--- src/hdl/wdt_pkg.sv ---
package wdt_pkg;

  // register bus geometry
  localparam int ADDR_W = 8;
  localparam int DATA_W = 8;

  // start value and counter geometry
  localparam int SV_W = 16;
  localparam int OFS_W = 8;
  localparam int CNT_W = SV_W + OFS_W;

  // register offsets
  localparam logic [ADDR_W-1:0] START_VALUE_ADDR = 8'haf;
  localparam logic [ADDR_W-1:0] CTRL_ADDR = 8'hb0;
  localparam logic [ADDR_W-1:0] STATUS_ADDR = 8'hb1;

  // reset values
  localparam logic [SV_W-1:0] START_VALUE_RST = 16'h0000;
  localparam logic RET_CLR_EN_RST = 1'b1;

  // control register fields
  localparam int CTRL_RET_CLR_BIT = 0;

  // status register fields
  localparam int STAT_ACTIVE_BIT = 0;
  localparam int STAT_WPTR_BIT = 1;
  localparam int STAT_RPTR_BIT = 2;

  // low frequency clock and timeout figures
  localparam int LF_CLK_HZ = 32768;
  localparam int MIN_TIMEOUT_NS = 7812500;
  localparam int MAX_TIMEOUT_S = 512;
  localparam int TICKS_PER_UNIT = 2 ** OFS_W;

  // byte pointer of the start value register
  typedef enum logic {
    WDT_BYTE_LOW,
    WDT_BYTE_HIGH
  } wdt_byte_t;

  // last access kind seen on the start value register
  typedef enum logic {
    WDT_OP_READ,
    WDT_OP_WRITE
  } wdt_op_t;

endpackage

--- src/hdl/wdt_counter.sv ---
`timescale 1ns/1ps

// down-counter running on low frequency ticks, with a full wrap from zero
module wdt_counter #(
  parameter int CNT_W = 24
) (
  input wire logic clk_i,              // system clock
  input wire logic rstn_i,             // synchronous reset, active low
  input wire logic ce_i,               // clock enable
  input wire logic clear_i,            // stop and zero the counter
  input wire logic load_i,             // load and start
  input wire logic [CNT_W-1:0] load_val_i, // value loaded
  input wire logic tick_i,             // one low frequency tick
  output logic run_o,                  // counting
  output logic [CNT_W-1:0] count_o,    // present count
  output logic expire_o                // one-cycle pulse on reaching zero
);

  localparam logic [CNT_W-1:0] CNT_ONE = {{(CNT_W-1){1'b0}}, 1'b1};

  logic [CNT_W-1:0] count_r;
  logic run_r;
  logic expire_r;

  assign count_o = count_r;
  assign run_o = run_r;
  assign expire_o = expire_r;

  // a load of zero counts through the wrap, so zero never means off
  always_ff @(posedge clk_i) begin
    if (!rstn_i) begin
      count_r <= '0;
      run_r <= 1'b0;
      expire_r <= 1'b0;
    end else if (ce_i) begin
      expire_r <= 1'b0;
      if (clear_i) begin
        count_r <= '0;
        run_r <= 1'b0;
      end else if (load_i) begin
        count_r <= load_val_i;
        run_r <= 1'b1;
      end else if (run_r && tick_i) begin
        count_r <= count_r - CNT_ONE;
        if (count_r == CNT_ONE) begin
          expire_r <= 1'b1;
          run_r <= 1'b0;
        end
      end
    end
  end

endmodule

--- src/hdl/wdt_top.sv ---
// Implementation choice: the plain strobed port.
`timescale 1ns/1ps

module wdt_top #(
  parameter int SV_W = wdt_pkg::SV_W,
  parameter int OFS_W = wdt_pkg::OFS_W
) (
  input wire logic CLOCK_I,                          // 40 MHz system clock
  input wire logic RSTN_I,                           // sync reset, active low
  input wire logic CE_I,                             // clock enable
  input wire logic LF_TICK_I,                        // 32.768 kHz tick pulse
  input wire logic RET_ENTRY_I,                      // retention mode entry
  input wire logic [wdt_pkg::ADDR_W-1:0] ADDR_I,     // register address
  input wire logic [wdt_pkg::DATA_W-1:0] WDATA_I,    // write data
  input wire logic WR_I,                             // write strobe
  input wire logic RD_I,                             // read strobe
  output logic [wdt_pkg::DATA_W-1:0] RDATA_O,        // read data, next cycle
  output logic WDT_ACTIVE_O,                         // watchdog counting
  output logic WDT_RESET_O                           // system reset request
);

  localparam int CNT_W = SV_W + OFS_W;

  //////////////////////////////////////////////////////////////////////////
  // elaboration checks

  // the byte-pair access only serves a start value of two bus bytes
  generate
    if (SV_W != 2 * wdt_pkg::DATA_W) begin : g_bad_sv
      $error("start value width must be two data bytes");
    end
    if (OFS_W < 1) begin : g_bad_ofs
      $error("counter offset must be at least one bit");
    end
  endgenerate

  //////////////////////////////////////////////////////////////////////////
  // declarations

  logic [SV_W-1:0] start_value_r;
  logic [wdt_pkg::DATA_W-1:0] low_stage_r;
  logic [wdt_pkg::DATA_W-1:0] rdata_r;
  wdt_pkg::wdt_byte_t ptr_r;
  wdt_pkg::wdt_byte_t ptr_eff;
  wdt_pkg::wdt_op_t op_r;
  wdt_pkg::wdt_op_t op_now;
  logic ret_clr_en_r;
  logic reset_req_r;
  logic active_r;
  logic sv_hit;
  logic sv_wr;
  logic sv_rd;
  logic commit;
  logic ret_clear;
  logic cnt_run;
  logic cnt_expire;
  logic [CNT_W-1:0] load_val;

  //////////////////////////////////////////////////////////////////////////
  // access decode

  assign sv_hit = (ADDR_I == wdt_pkg::START_VALUE_ADDR);
  assign sv_wr = WR_I && sv_hit;
  assign sv_rd = RD_I && sv_hit;
  assign op_now = WR_I ? wdt_pkg::WDT_OP_WRITE : wdt_pkg::WDT_OP_READ;

  // a change of direction restarts at the low byte
  always_comb begin
    if (op_now == op_r) begin
      ptr_eff = ptr_r;
    end else begin
      ptr_eff = wdt_pkg::WDT_BYTE_LOW;
    end
  end

  // the high byte write completes the pair and starts the count
  assign commit = sv_wr && (ptr_eff == wdt_pkg::WDT_BYTE_HIGH);

  // retention clear only when software has left the option on
  assign ret_clear = RET_ENTRY_I && ret_clr_en_r;

  // eight zero bits under the start value
  assign load_val = {WDATA_I, low_stage_r, {OFS_W{1'b0}}};

  //////////////////////////////////////////////////////////////////////////
  // byte pointer

  // reads and writes keep one pointer; the direction bit decides reuse
  always_ff @(posedge CLOCK_I) begin
    if (!RSTN_I) begin
      ptr_r <= wdt_pkg::WDT_BYTE_LOW;
      op_r <= wdt_pkg::WDT_OP_WRITE;
    end else if (CE_I) begin
      if (ret_clear) begin
        ptr_r <= wdt_pkg::WDT_BYTE_LOW;
      end else if (sv_wr || sv_rd) begin
        op_r <= op_now;
        if (ptr_eff == wdt_pkg::WDT_BYTE_LOW) begin
          ptr_r <= wdt_pkg::WDT_BYTE_HIGH;
        end else begin
          ptr_r <= wdt_pkg::WDT_BYTE_LOW;
        end
      end
    end
  end

  //////////////////////////////////////////////////////////////////////////
  // start value storage

  // the low byte waits in a stage so a lone low write never half-loads
  always_ff @(posedge CLOCK_I) begin
    if (!RSTN_I) begin
      low_stage_r <= '0;
      start_value_r <= wdt_pkg::START_VALUE_RST;
    end else if (CE_I) begin
      if (sv_wr && ptr_eff == wdt_pkg::WDT_BYTE_LOW) begin
        low_stage_r <= WDATA_I;
      end
      if (commit) begin
        start_value_r <= {WDATA_I, low_stage_r};
      end
    end
  end

  // control register: retention clear option
  always_ff @(posedge CLOCK_I) begin
    if (!RSTN_I) begin
      ret_clr_en_r <= wdt_pkg::RET_CLR_EN_RST;
    end else if (CE_I && WR_I && ADDR_I == wdt_pkg::CTRL_ADDR) begin
      ret_clr_en_r <= WDATA_I[wdt_pkg::CTRL_RET_CLR_BIT];
    end
  end

  //////////////////////////////////////////////////////////////////////////
  // countdown

  // there is no software stop: only reset, retention or expiry clear it
  wdt_counter #(
    .CNT_W(CNT_W)
  ) u_counter (
    .clk_i(CLOCK_I),
    .rstn_i(RSTN_I),
    .ce_i(CE_I),
    .clear_i(ret_clear),
    .load_i(commit),
    .load_val_i(load_val),
    .tick_i(LF_TICK_I),
    .run_o(cnt_run),
    .count_o(),
    .expire_o(cnt_expire)
  );

  // active flag mirrors the counter, one cycle later, from a flop
  always_ff @(posedge CLOCK_I) begin
    if (!RSTN_I) begin
      active_r <= 1'b0;
    end else if (CE_I) begin
      active_r <= cnt_run;
    end
  end

  //////////////////////////////////////////////////////////////////////////
  // reset request

  // held until the system reset it causes comes back on the reset input,
  // so the request always spans the whole reset tree like a pin reset
  always_ff @(posedge CLOCK_I) begin
    if (!RSTN_I) begin
      reset_req_r <= 1'b0;
    end else if (CE_I && cnt_expire) begin
      reset_req_r <= 1'b1;
    end
  end

  //////////////////////////////////////////////////////////////////////////
  // read path

  // read data stand one cycle after the strobe, are zero after any other enabled cycle, and hold while CE_I is low
  always_ff @(posedge CLOCK_I) begin
    if (!RSTN_I) begin
      rdata_r <= '0;
    end else if (CE_I) begin
      rdata_r <= '0;
      if (sv_rd) begin
        if (ptr_eff == wdt_pkg::WDT_BYTE_LOW) begin
          rdata_r <= start_value_r[wdt_pkg::DATA_W-1:0];
        end else begin
          rdata_r <= start_value_r[SV_W-1:wdt_pkg::DATA_W];
        end
      end else if (RD_I && ADDR_I == wdt_pkg::CTRL_ADDR) begin
        rdata_r[wdt_pkg::CTRL_RET_CLR_BIT] <= ret_clr_en_r;
      end else if (RD_I && ADDR_I == wdt_pkg::STATUS_ADDR) begin
        rdata_r[wdt_pkg::STAT_ACTIVE_BIT] <= active_r;
        rdata_r[wdt_pkg::STAT_WPTR_BIT] <=
          (op_r == wdt_pkg::WDT_OP_WRITE) && (ptr_r == wdt_pkg::WDT_BYTE_HIGH);
        rdata_r[wdt_pkg::STAT_RPTR_BIT] <=
          (op_r == wdt_pkg::WDT_OP_READ) && (ptr_r == wdt_pkg::WDT_BYTE_HIGH);
      end
    end
  end

  //////////////////////////////////////////////////////////////////////////
  // outputs

  assign RDATA_O = rdata_r;
  assign WDT_ACTIVE_O = active_r;
  assign WDT_RESET_O = reset_req_r;

endmodule

--- config.mk ---
export PLATFORM = sky130hd
export DESIGN_NAME = wdt_top
export DESIGN_NICKNAME = d
export VERILOG_FILES = /design/src/hdl/wdt_pkg.sv /design/src/hdl/wdt_counter.sv /design/src/hdl/wdt_top.sv
export SDC_FILE = /design/constraint.sdc
export NUM_CORES = 1
export LEC_CHECK = 0
export BUFFER_PORTS_ARGS = -buffer_cell sky130_fd_sc_hd__buf_2
export CORE_MARGIN = 10
export CORE_UTILIZATION = 53
export DETAILED_ROUTE_END_ITERATION = 8
export PLACE_DENSITY = 0.79
export SYNTH_ARGS = -nofsm -noshare
export SYNTH_HDL_FRONTEND = slang
export SYNTH_SLANG_ARGS = --single-unit
--- constraint.sdc ---
create_clock -name CLOCK_I -period 1.9 [get_ports CLOCK_I]
set_input_delay 0.38 -clock CLOCK_I [delete_from_list [all_inputs] [get_ports CLOCK_I]]
set_output_delay 0.38 -clock CLOCK_I [all_outputs]
set_load 0.01 [all_outputs]
==> flow_summary.ini <==
[clocking]
clk_pin_slew_ns = 0.08
postCtsSetupBuffers = 0
numClockSinks = 63
clock_latency_ns = 0.36
cts_tree = yes
postCtsHoldBufs = 0
cts_buffers = 9
ctsRootBufferMaster = clkbuf_8
htreeDepth = 3
cts.path.max_buffers = 2

[synth]
synth_seq_cells = 63
synthTopCellsByCount = 63 x dfxtp_1, 53 x nand2_1, 48 x a21oi_1
syn_inst = 377
post-synth-top-area-fraction_pct = 40.55
ys.flop_type = dfxtp_1
yosys.area.top_type = dfxtp_1
synth_cell_types = 48
synthesis.area_um2 = 3110
yosysMostFrequentCell = dfxtp_1
synth_edf_count = 0
synthArstFlopShare_pct = 0
postSynthAreaPerCell_um2 = 8.251
synth.top_cells.by_area = dfxtp_1 41%, a21oi_1 7.7%, nand2_1 6.4%, mux2i_1 5.8%, nor2_1 3.7%
synth.net_count = 402
ys_seq_area_share_pct = 40.55
yosys_warnings = 0

[layout]
nFillCells = 461
drive_above_1_share_pct = 24.09
areaGrowthSynthToFinish_pct = 25.18
fin_nets = 460
fin_util_pct = 69.43
fin_area_um2 = 3894
diodes = 0

[timing]
finalHoldViolations = 0
timing.hold.ws_ns = 0.2998
slew_headroom_pct = 73.62
finalSetupViolations = 5
finalMaxSlewViolations = 0
skew_ns = 0.008621
period_needed_ns = 2.117
max_freq_mhz = 472.4
tightestPinTransition_ns = 0.3920
final_critical_path_setup_slack_ns = -0.2168
rsz0062_at_grt = yes
period_share_pct = 111.4

[global_routing]
grt_pass1_vias = 3058
grt_start_max_net_pins = 35
grt_pass1_wl_um = 14970
grtUsageTotal_pct = 18.79
antenna_found_initial = 0
grt-ovfl-total = 0

[pwr]
vdd_drop_max_mv = 0.6506
switchingPower_mw = 1.001
finalPower_mw = 3.533
seqPwrFrac_pct = 39.3
p_leak_nw = 1.594
p_sw_share_pct = 28.33
p_comb_share_pct = 19.6
p_int_mw = 2.532
powerDensity_nw_per_um2 = 907.3
clkPwrFrac_pct = 41.1

[setup_path]
r2r_cells = 6
crit_arrival_ns = 2.41
slowest_stage = or4_4
path_cells = or4_4 > or4_4 > buf_6 > nor4_2 > o21ai_1 > a21oi_1
worstPathRequired_ns = 2.19
critPathMaxStageDelay_ns = 0.53
worstReg2RegStart = u_counter.count_o[14]
path_depth = 6
worstSetupStartpoint = u_counter.count_o[14]
crit_fanout = 8
critPathBufInv = 1
critPathTopFamily = simple AND/OR/NAND/NOR gates
critPathKind = flop to flop
crit_top_cell = or4_4
end_kind = flop
endpoint = u_counter.count_o[23]
r2r_slack_ns = -0.22
critical_path.startpoint_type = flop
rr_endpoint = u_counter.count_o[23]

[drt]
vias = 3196
vias_per_cell = 6.242
drt_first_pass_iters = 5
ant_nets = 0
drtIter0Drc = 300
wl_per_cell_um = 18.09
drt-total-wl_um = 9263
drc_errors = 0

[place]
dpl_cell_area_um2 = 3580
io_buffer_count = 32
dpl.hpwl_um = 6280
routabilityCongestion = 0.9152

[floorplan]
core-area_um2 = 5608
dieArea_um2 = 9333
rows = 27
start_util_pct = 55.47
fp.dieW_um = 96.61
die-height_um = 96.61
ios = 33

[status]
outcome = complete, but fails checks
violations = negative setup slack

[min_path]
hold_path_depth = 3
hp-class = input port to flop

[run]
cap_violations = 0
tightest hold or removal path, delay by kind of cell:
family	cells	cell delay, ns
AOI/OAI and AO/OA	1	0.05
buffers and inverters	1	0.12
and+or+nand+nor	1	0.06
worst min-delay path by stage:
stage                      start           endpoint  slack, ns
5_1_grt               WDATA_I[2]  start_value_r[10]       0.31
3_5_place_dp   start_value_r[14]  start_value_r[14]       0.44
2_1_floorplan   start_value_r[0]   start_value_r[0]       0.43
6_report              WDATA_I[2]  start_value_r[10]       0.30
4_1_cts               WDATA_I[2]  start_value_r[10]       0.30
3_3_place_gp    start_value_r[8]   start_value_r[8]       0.44
timing repair:
item	in CTS	in global routing
pin swaps	2	2
resized for setup	6	8
endpoints found under the setup margin	5	12
power groups by stage:
stage	Sequential (mW)	Combinational (mW)	Clock (mW)
2_1_floorplan	1.41	0.402	0
3_5_place_dp	1.41	0.611	0
3_3_place_gp	1.41	0.599	0
6_report	1.39	0.693	1.45
5_1_grt	1.39	0.749	1.51
4_1_cts	1.38	0.642	1.45
metrics by stage:
step	worst slack, ns	cells	setup TNS [ns]
2_1_floorplan	-0.01358	377	-0.04069
4_1_cts	-0.07973	512	-0.3020
5_1_grt	-0.2247	512	-0.8396
3_3_place_gp	-0.03921	496	-0.1002
3_5_place_dp	-0.09874	496	-0.3372
6_report	-0.2168	512	-0.5040
sequential cells by signal (all words and copies together) (netlist names):
signal,cells
u_counter.count_o,24
start_value_r,16
RDATA_O,8
low_stage_r,8
WDT_ACTIVE_O,1
WDT_RESET_O,1
op_r,1
ptr_r,1
ret_clr_en_r,1
u_counter.expire_o,1
u_counter.run_o,1
cell usage in the layout (no fill, tap or decap), drive strengths merged, types with 6 or more instances in the layout:
cell type	count
a21oi	48
o22ai	10
buf	69
nand3	7
o21a	6
nor3	6
o21ai	14
nand4	6
or3	6
nor2	31
nor4	17
dfxtp	63
nand2	53
mux2i	18
clkbuf	9
area by class of cell:
cell class / instances / area [um^2] / area share, %
Timing Repair Buffer: 69 / 466.7 / 11.99
Clock buffer: 9 / 123.9 / 3.181
Inverter: 6 / 22.52 / 0.5784
Clock inverter: 7 / 121.4 / 3.117
Multi-Input combinational cell: 286 / 1805 / 46.37
Tap cell: 72 / 90.09 / 2.314
Sequential cell: 63 / 1264 / 32.45
cells by family after synthesis:
kind of cell / share of synthesized area (%)
AND/OR/NAND/NOR: 25.62
buffers and inverters: 3.620
multiplexers: 6.516
flip-flops: 40.55
adder cells (fa/ha/maj): 0.8044
XOR/XNOR: 2.253
AO/OA/AOI/OAI: 20.64
per-layer routing:
metal / share of wire [%] / vias up / track usage [%]
met3: 7.3 / 30 / 4.968
met1: 41 / 1518 / 22.52
li1: - / 1505 / -
met5: 0 / - / 0
met2: 49 / 143 / 30.62
met4: 3.2 / 0 / 8.343
Note: power is estimated with default switching activity, not from simulation.
